### src/design/tws_pkg.sv
package tws_pkg;

  // register byte offsets on the bus
  localparam logic [3:0] ADR_CTRL = 4'h0;
  localparam logic [3:0] ADR_STAT = 4'h4;
  localparam logic [3:0] ADR_DATA = 4'h8;

  // control_register field positions
  localparam int CB_DONE = 7;
  localparam int CB_ACKEN = 6;
  localparam int CB_STA = 5;
  localparam int CB_STO = 4;
  localparam int CB_WCOL = 3;
  localparam int CB_EN = 2;

  // status codes, low three bits always zero
  localparam logic [7:0] ST_IDLE = 8'hF8;
  localparam logic [7:0] ST_START = 8'h08;
  localparam logic [7:0] ST_RSTART = 8'h10;
  localparam logic [7:0] ST_AW_ACK = 8'h18;
  localparam logic [7:0] ST_AW_NACK = 8'h20;
  localparam logic [7:0] ST_DW_ACK = 8'h28;
  localparam logic [7:0] ST_DW_NACK = 8'h30;
  localparam logic [7:0] ST_ARB = 8'h38;
  localparam logic [7:0] ST_AR_ACK = 8'h40;
  localparam logic [7:0] ST_AR_NACK = 8'h48;
  localparam logic [7:0] ST_DR_ACK = 8'h50;
  localparam logic [7:0] ST_DR_NACK = 8'h58;
  localparam logic [7:0] STAT_MASK = 8'hF8;

  // reset values
  localparam logic [7:0] DATA_RST = 8'hFF;

  // timing: one quarter of an scl period (100 kHz bus)
  localparam int CLK_NS = 25;
  localparam int QUARTER_NS = 2500;
  localparam int QUARTER_CYC = (QUARTER_NS + CLK_NS - 1) / CLK_NS;
  localparam logic [6:0] Q_LAST = 7'(QUARTER_CYC - 1);

  // bit index of the acknowledge slot
  localparam logic [3:0] ACK_BIT = 4'h8;

  typedef enum logic [1:0] {
    E_IDLE = 2'b00,
    E_START = 2'b01,
    E_BIT = 2'b10,
    E_STOP = 2'b11
  } tws_state_t;

endpackage

### src/design/tws_sync.sv
module tws_sync #(
  parameter int WIDTH = 2
) (
  input wire logic clk_i,
  input wire logic rstn_i,
  input wire logic [WIDTH-1:0] d_i,
  output logic [WIDTH-1:0] q_o
);

  // lines idle high, so reset to released
  logic [WIDTH-1:0] meta;

  always_ff @(posedge clk_i or negedge rstn_i) begin
    if (!rstn_i) begin
      meta <= '1;
      q_o <= '1;
    end else begin
      meta <= d_i;
      q_o <= meta;
    end
  end

endmodule

### src/design/tws_master.sv
// Chosen here: register access over Wishbone and the register offsets.
module tws_master
  import tws_pkg::*;
(
  input wire logic clk_i,
  input wire logic rstn_i,
  input wire logic wb_cyc_i,
  input wire logic wb_stb_i,
  input wire logic wb_we_i,
  input wire logic [3:0] wb_adr_i,
  input wire logic [3:0] wb_sel_i,
  input wire logic [31:0] wb_dat_i,
  output logic [31:0] wb_dat_o,
  output logic wb_ack_o,
  input wire logic scl_i,
  output logic scl_o,
  output logic scl_oen_o,
  input wire logic sda_i,
  output logic sda_o,
  output logic sda_oen_o
);

  tws_state_t state;
  logic [1:0] q;
  logic [6:0] cnt;
  logic [3:0] bitn;
  logic [7:0] sh;
  logic [7:0] status;
  logic [7:0] data_r;
  logic [1:0] pins_s;
  logic scl_s;
  logic sda_s;
  logic scl_q;
  logic sda_q;
  logic bus_busy;
  logic op_done;
  logic ack_en;
  logic sta;
  logic sto;
  logic wcol;
  logic en;
  logic owner;
  logic addr_ph;
  logic rx;
  logic acked;
  logic ev_set;
  logic sto_clr;
  logic data_ld;
  logic req;
  logic wr;
  logic wr_ctrl;
  logic wr_data;
  logic go;
  logic tick;
  logic adv;
  logic rxd;
  logic [7:0] rd_val;

  function automatic logic [7:0] code_of(input logic a, input logic r, input logic k);
    logic [7:0] c;
    c = ST_IDLE;
    if (a) begin
      c = r ? (k ? ST_AR_ACK : ST_AR_NACK) : (k ? ST_AW_ACK : ST_AW_NACK);
    end else begin
      c = r ? (k ? ST_DR_ACK : ST_DR_NACK) : (k ? ST_DW_ACK : ST_DW_NACK);
    end
    return c;
  endfunction

  // open-drain: only ever pull low
  assign scl_o = 1'b0;
  assign sda_o = 1'b0;

  tws_sync #(
    .WIDTH(2)
  ) u_sync (
    .clk_i(clk_i),
    .rstn_i(rstn_i),
    .d_i({scl_i, sda_i}),
    .q_o(pins_s)
  );

  assign scl_s = pins_s[1];
  assign sda_s = pins_s[0];

  // bus free tracking from start and stop conditions
  always_ff @(posedge clk_i or negedge rstn_i) begin
    if (!rstn_i) begin
      scl_q <= 1'b1;
      sda_q <= 1'b1;
      bus_busy <= 1'b0;
    end else begin
      scl_q <= scl_s;
      sda_q <= sda_s;
      if (scl_s && scl_q && sda_q && !sda_s) begin
        bus_busy <= 1'b1;
      end else if (scl_s && scl_q && !sda_q && sda_s) begin
        bus_busy <= 1'b0;
      end
    end
  end

  // wishbone: writes land on the edge that samples ack
  assign req = wb_cyc_i & wb_stb_i;
  assign wr = req & wb_we_i & wb_ack_o & wb_sel_i[0];
  assign wr_ctrl = wr && (wb_adr_i == ADR_CTRL);
  assign wr_data = wr && (wb_adr_i == ADR_DATA);

  always_comb begin
    case (wb_adr_i)
      ADR_CTRL: rd_val = {op_done, ack_en, sta, sto, wcol, en, 2'b00};
      ADR_STAT: rd_val = status & STAT_MASK;
      ADR_DATA: rd_val = data_r;
      default: rd_val = 8'h00;
    endcase
  end

  always_ff @(posedge clk_i or negedge rstn_i) begin
    if (!rstn_i) begin
      wb_ack_o <= 1'b0;
      wb_dat_o <= 32'h00000000;
    end else begin
      wb_ack_o <= req & ~wb_ack_o;
      if (req && !wb_ack_o) begin
        wb_dat_o <= {24'h000000, rd_val};
      end
    end
  end

  // control bits; hardware set wins over software clear
  always_ff @(posedge clk_i or negedge rstn_i) begin
    if (!rstn_i) begin
      op_done <= 1'b0;
      ack_en <= 1'b0;
      sta <= 1'b0;
      sto <= 1'b0;
      en <= 1'b0;
    end else begin
      if (ev_set) begin
        op_done <= 1'b1;
      end else if (wr_ctrl && wb_dat_i[CB_DONE]) begin
        op_done <= 1'b0;
      end
      if (wr_ctrl) begin
        ack_en <= wb_dat_i[CB_ACKEN];
        en <= wb_dat_i[CB_EN];
        sta <= wb_dat_i[CB_STA] & wb_dat_i[CB_EN];
        sto <= wb_dat_i[CB_STO] & wb_dat_i[CB_EN];
      end
      if (sto_clr) begin
        sto <= 1'b0;
      end
    end
  end

  // data register and collision flag
  always_ff @(posedge clk_i or negedge rstn_i) begin
    if (!rstn_i) begin
      data_r <= DATA_RST;
      wcol <= 1'b0;
    end else begin
      if (data_ld) begin
        data_r <= sh;
      end else if (wr_data && op_done) begin
        data_r <= wb_dat_i[7:0];
      end
      if (wr_data && !op_done) begin
        wcol <= 1'b1;
      end else if (wr_data) begin
        wcol <= 1'b0;
      end
    end
  end

  // quarter-period timer; stretches while a slave holds scl
  assign tick = (cnt == Q_LAST);
  assign adv = tick && ((q != 2'd1) || scl_s);

  always_ff @(posedge clk_i or negedge rstn_i) begin
    if (!rstn_i) begin
      cnt <= 7'h00;
    end else if (state == E_IDLE || adv) begin
      cnt <= 7'h00;
    end else if (!tick) begin
      cnt <= cnt + 7'h01;
    end
  end

  assign go = en & ~op_done & ~ev_set;
  assign rxd = rx & ~addr_ph;

  // bus engine
  always_ff @(posedge clk_i or negedge rstn_i) begin
    if (!rstn_i) begin
      state <= E_IDLE;
      q <= 2'd0;
      bitn <= 4'h0;
      sh <= 8'h00;
      status <= ST_IDLE;
      owner <= 1'b0;
      addr_ph <= 1'b0;
      rx <= 1'b0;
      acked <= 1'b0;
      ev_set <= 1'b0;
      sto_clr <= 1'b0;
      data_ld <= 1'b0;
      scl_oen_o <= 1'b1;
      sda_oen_o <= 1'b1;
    end else begin
      ev_set <= 1'b0;
      sto_clr <= 1'b0;
      data_ld <= 1'b0;
      if (!en) begin
        state <= E_IDLE;
        owner <= 1'b0;
        scl_oen_o <= 1'b1;
        sda_oen_o <= 1'b1;
      end else begin
        case (state)
          E_IDLE: begin
            q <= 2'd0;
            if (go && sto && owner) begin
              state <= E_STOP;
              sda_oen_o <= 1'b0;
            end else if (go && sto) begin
              sto_clr <= 1'b1;
            end else if (go && sta && (owner || !bus_busy)) begin
              state <= E_START;
              sda_oen_o <= 1'b1;
            end else if (go && owner && !sta) begin
              state <= E_BIT;
              bitn <= 4'h0;
              sh <= data_r;
              if (addr_ph) begin
                rx <= data_r[0];
                sda_oen_o <= data_r[7];
              end else begin
                sda_oen_o <= rx | data_r[7];
              end
            end
          end
          E_START: begin
            if (adv) begin
              q <= q + 2'd1;
              case (q)
                2'd0: scl_oen_o <= 1'b1;
                2'd1: sda_oen_o <= 1'b0;
                2'd2: scl_oen_o <= 1'b0;
                default: begin
                  state <= E_IDLE;
                  ev_set <= 1'b1;
                  status <= owner ? ST_RSTART : ST_START;
                  owner <= 1'b1;
                  addr_ph <= 1'b1;
                end
              endcase
            end
          end
          E_BIT: begin
            if (adv) begin
              q <= q + 2'd1;
              case (q)
                2'd0: scl_oen_o <= 1'b1;
                2'd1: begin
                  if (bitn == ACK_BIT) begin
                    acked <= ~sda_s;
                  end else if (!rxd && sda_oen_o && !sda_s) begin
                    state <= E_IDLE;
                    owner <= 1'b0;
                    scl_oen_o <= 1'b1;
                    ev_set <= 1'b1;
                    status <= ST_ARB;
                  end else begin
                    sh <= {sh[6:0], sda_s};
                  end
                end
                2'd2: scl_oen_o <= 1'b0;
                default: begin
                  if (bitn == ACK_BIT) begin
                    state <= E_IDLE;
                    ev_set <= 1'b1;
                    status <= code_of(addr_ph, rx, acked);
                    data_ld <= 1'b1;
                    addr_ph <= 1'b0;
                    sda_oen_o <= 1'b1;
                  end else begin
                    bitn <= bitn + 4'h1;
                    if (bitn == ACK_BIT - 4'h1) begin
                      sda_oen_o <= ~(rxd & ack_en);
                    end else begin
                      sda_oen_o <= rxd | sh[7];
                    end
                  end
                end
              endcase
            end
          end
          E_STOP: begin
            if (adv) begin
              q <= q + 2'd1;
              case (q)
                2'd0: scl_oen_o <= 1'b1;
                2'd1: sda_oen_o <= 1'b1;
                2'd2: owner <= 1'b0;
                default: begin
                  state <= E_IDLE;
                  sto_clr <= 1'b1;
                end
              endcase
            end
          end
          default: state <= E_IDLE;
        endcase
      end
    end
  end

endmodule

### config.mk
export PLATFORM = sky130hd
export DESIGN_NAME = tws_master
export DESIGN_NICKNAME = d
export VERILOG_FILES = /design/src/design/tws_pkg.sv /design/src/design/tws_sync.sv /design/src/design/tws_master.sv
export SDC_FILE = /design/constraint.sdc
export NUM_CORES = 1
export LEC_CHECK = 0
export BUFFER_PORTS_ARGS = -buffer_cell sky130_fd_sc_hd__clkbuf_2
export CORE_AREA = 8 8 103 82
export DETAILED_ROUTE_END_ITERATION = 10
export DIE_AREA = 0 0 111 90
export PLACE_DENSITY = 0.88
export SKIP_LAST_GASP = 1
export SLEW_MARGIN = 0
export SYNTH_ARGS = -nofsm -noshare
export SYNTH_HDL_FRONTEND = slang
export SYNTH_SLANG_ARGS = --single-unit
### constraint.sdc
create_clock -name clk_i -period 4.6 [get_ports clk_i]
set_input_delay 1.15 -clock clk_i [delete_from_list [all_inputs] [get_ports clk_i]]
set_output_delay 1.15 -clock clk_i [all_outputs]
set_load 0.02 [all_outputs]
After elaboration in Yosys (flattened, before gate mapping)
Cells that the tools add are included.
W data, S select, Z words.

word-level totals
  memory bits (writable) = 0
  register bits after elaboration = 70
  output and inout bits = 37
  memories = 0
  bits in latches = 0
  input port bits = 47
  ROM bits = 0

operators by class
  equality and inequality tests = 52
  reduce and logical (&&, ||, !) cells = 55
  add/subtract/negate cells = 3
  shift-type cells = 0
  divide/modulo/power cells = 0
  bitwise operators = 22
  magnitude comparators = 0
  $mul = 0
  multiplexer cells = 117

operators by type and width
  operator              count
  $mux W8               16
  $mux W1               55
  $ne A3 B3 Y1 const B  17
  $pmux W8 S2           3
  $reduce_and A9 Y1     5
  $mux W4               9
  $mux W7               5
  $mux W2               12
  $ne A2 B2 Y1 const B  12
  $pmux W8 S3           1
  $logic_and A1 B1 Y1   20
  $ne A4 B4 Y1 const B  4
  $reduce_and A7 Y1     2
  $reduce_bool A2 Y1    7
  $and A1 B1 Y1         11
  $mux W5               2
  $pmux W1 S2           5
  $reduce_and A10 Y1    1
  $not A1 Y1            9
  $pmux W1 S3           3
  $eq A4 B3 Y1 const B  2
  $eq A4 B4 Y1 const B  2
  $ne A2 B1 Y1 const B  4
  $pmux W2 S2           2
  other kinds (25)      40

Depth between registers and ports, before layout
  word-level depth = 11
  depth in mapped cells = 9
  gate-level depth less buffers = 7

By module
Synthesis repeated with hierarchy kept, for this count alone.

unflattened totals
  cells, all modules = 400
  area, all modules = 3883.7 µm²

by module, submodules not included
  module      area an instance (µm²)  instances  cells an instance
  tws_master  3778.6                  1          396
  tws_sync    105.1                   1          4

Least setup slack after synthesis
Ideal clock, no wire load.

  kind = input port to flip-flop
  start point = input wb_adr_i[2]
  end point = register ack_en
  data required time = 4.475 ns
  stages = 4
  slack = 2.088 ns
  setup time = 0.125 ns
  data arrival time = 2.387 ns
  path through = buf_2 -> or3_1 -> nor4_2 -> mux2_2

on the way
  cells in the longest elaborated chain, start to end = 2

RTL lines
  element                 line               source
  start: declaration      tws_master.sv:10   input wire logic [3:0] wb_adr_i,
  $logic_not A4 Y1        tws_master.sv:106  assign wr_ctrl = wr && (wb_adr_i == ADR_CTRL);
  $logic_and A1 B1 Y1     tws_master.sv:106
  end signal: assignment  tws_master.sv:145  ack_en <= wb_dat_i[CB_ACKEN];
  end: declaration        tws_master.sv:37   logic ack_en;

No other way between the ends.
A chain may end at the register's enable or synchronous reset.

Worst setup path after layout
  start point = register state[0]
  end point = register state[0]

on the way
  cells in the longest elaborated chain, start to end = 4

RTL lines
  element                                                        line               source
  start: declaration                                             tws_master.sv:23   tws_state_t state;
  start signal: assignment                                       tws_master.sv:195  state <= E_IDLE;
  start signal: assignment                                       tws_master.sv:214  state <= E_IDLE;
  start signal: assignment                                       tws_master.sv:223  state <= E_STOP;
  $eq A2 B2 Y1 or $eq A2 B1 Y1 (tied branches)                   tws_master.sv:219  case (state)
  $reduce_or A2 Y1 (no source line)                              --
  $ne A3 B2 Y1 (no source line) (tied with other cells)          --
  $reduce_and A9 Y1 (no source line) or $mux W2 (tied branches)  --

Parallel ways exist; a longest one is shown, timed or not.

==> metrics.txt <==
run status=finished clean; clock power share=43.2%; Final GP Congestion=0.886; I/O pins=84; CTS Hold Bufs=0; H-Tree Depth=3; vias=3012; Cell Rows=27; Multi-input gate area=0.00195 mm²; setup_tns=0 ns; vias in the first global route=around 3000; arrival time worst endpoint=roughly 2.9 ns; RSZ-0062 raised after global routing=no; Post-Synthesis Cells=392; WHS Endpoint=u_sync.q_o[0]$_DFF_PN1_; grt ovf=0; Post-Route WL=9.05 mm; Tmin final=2.63 ns; Die W=roughly 110 µm; mapped cell area=0.00390 mm²; Post-CTS Setup Inserts=0; achievable frequency=380 MHz; worst-margin pin slew=0.902 ns; worst-skew pair later-pin latency=0.36 ns; core area=0.00693 mm²; Worst R2R Path Depth=8; WHS=0.357 ns; Max VDD drop=172 µV; die area=0.00999 mm²; vias per std cell=5.89; synth unique cells=56; Area growth syn-to-layout=7.69%; drt first-iter violations=268; number of synthesized flops with an enable pin=0; leading cell type in the layout, fill and taps excluded=dfrtp_1; final hold violation count=0; Power Density=283 mW/mm²; WL per Instance=17.7 µm; initial cell density of the core=56.4%; final setup violation count=0; layout cell share with drive strength beyond 1=25.2%; clk_skew=0.0102 ns; max_slew headroom=39.9%; root buf cell=clkbuf_8; Net count, final=481; Synth Area per Inst=9.96 µm²; max incr delay on CP=0.43 ns; GRT Util Overall=18.4%; Most used DFF post-synth=dfrtp_1; CP max FO=25; CP top delay family=buffers and inverters; Seq/Total Area, Yosys=43.6%; origin of the worst setup path=state[0]$_DFFE_PN0P_; first-pass GRT wire length=15.1 mm; Post-route DRC=0; Comb power frac=5.9%; largest net degree at the start of global routing=42; final antenna-violating net count=0; Switching Fraction=between 20% and 30%; initial antenna violation count=0; ys async rst share=100%; Worst path slowest cell=dfrtp_1; first-pass iteration count of the detailed router=5; Crit path required time=just under 5 ns; placed cell area=0.00400 mm²; YS warnings=0; filler cell count=537; most frequent cells in the layout=46 x dfrtp_1, 38 x nand2_1, 29 x o21ai_0, 29 x clkbuf_2, 26 x conb_1; Slew Limit Fails=0; FF+latch area=about 0.0017 mm²; Pint=just under 0.0009 W; final instance area=0.00421 mm²; WP buf/inv=3; leakage power=1.88 nW; DIE HEIGHT=approximately 90 µm; Worst R2R Setup Slack=1.97 ns; post-CTS sizing=0; MaxCap Viol Count=0; CP cell instances=inv_1 > ha_1 > buf_4 > clkinv_1 > a31o_2 > a31oi_1 > nand4b_1 > mux2_2; CP startpoint kind=register; Detailed Place HPWL=6.51 mm; Synth Register Bits=67; type of the most critical hold path=reg -> reg; fin crit share=57.2%; switching power=roughly 0.0003 W; crit end category=register; Hold Crit Depth=0; critical path type=reg -> reg; Flop pwr share=50.9%; IO Port Bufs=30; CTS tree=built; # diodes=0; total CTS buffers=9; Critical R2R Launch=state[0]$_DFFE_PN0P_; Clock Path Buffers=2; clock sink total=67; R2R Path End=state[0]$_DFFE_PN0P_; CTS clk-pin slew, worst paths=0.08 ns; HP Start=u_sync.meta[0]$_DFF_PN1_
## layout make-up
type | instances | area share, %
multi-input cells | 291 | 46.4
flip-flops and latches | 67 | 40.5
repair buffers | 32 | 3.93
clock buffers | 10 | 3.27
well taps | 87 | 2.59
clock inverters | 6 | 1.70
inverters | 18 | 1.61
## routing by layer
metal | vias up | track usage (%) | routed length (µm)
met5 | - | 0 | 0
li1 | 1395 | - | -
met1 | 1460 | 23.6 | 3850
met2 | 138 | 28.5 | 4260
met3 | 19 | 6.18 | 769
met4 | 0 | 5.84 | 166
## sequential cells by signal (all words and copies together) (netlist names), 2 cells and up
signal,flops
cnt,7
q,2
wb_dat_o,8
status,5
u_sync.meta,2
data_r,8
bitn,4
u_sync.q_o,2
state,2
sh,8
## stage by stage
step           std cells  util [%]  total power (W)  worst slack, ns
2_1_floorplan        417         -         0.000674             2.09
6_report             511      60.7          0.00119             1.97
3_3_place_gp         495      57.7         0.000684             1.89
4_1_cts              511      60.7          0.00120             2.00
5_1_grt              511      60.7          0.00124             1.76
3_5_place_dp         495      57.7         0.000687             1.80
## how the worst max path moves through the flow
stage | endpoint | slack (ns) | cells after the start
floorplan | ack_en$_DFFE_PN0P_ | 2.09 | 4
global placement | data_r[0]$_DFFE_PN1P_ | 1.89 | 6
detailed placement | data_r[4]$_DFFE_PN1P_ | 1.80 | 6
CTS | state[0]$_DFFE_PN0P_ | 2.00 | 8
global route | state[0]$_DFFE_PN0P_ | 1.76 | 8
finish | state[0]$_DFFE_PN0P_ | 1.97 | 8
## cell families after synthesis
family	synth area share, %
adder cells (fa/ha/maj)	4.81
AND/OR/NAND/NOR	17.4
multiplexers	11.8
buffers and inverters	8.81
other	0.0960
AO/OA/AOI/OAI	12.6
XOR/XNOR	0.897
flip-flops	43.6
## power by group through the flow
| stage | logic [W] | clock network [W] | registers [W] |
|---|---|---|---|
| floorplan | 0.0000544 | 0 | 0.000619 |
| global placement | 0.0000675 | 0 | 0.000617 |
| detailed placement | 0.0000696 | 0 | 0.000618 |
| CTS | 0.0000701 | 0.000522 | 0.000607 |
| global route | 0.0000783 | 0.000553 | 0.000608 |
| finish | 0.0000703 | 0.000515 | 0.000607 |
## Yosys cell counts (all sizes together), types with 8 or more instances
cell / n / area share [%]
mux2: 25 / 7.2
nor3: 9 / 1.4
clkbuf: 8 / 0.77
dfstp: 21 / 14
a21oi: 16 / 2.3
nand3: 13 / 1.8
dfrtp: 46 / 29
o21ai: 29 / 3.7
nand2: 39 / 3.8
inv: 17 / 1.6
nor2: 19 / 1.9
buf: 33 / 6.3
ha: 15 / 4.8
a31oi: 9 / 1.4
mux2i: 18 / 4.6
Power figures use the tool's default switching activity.
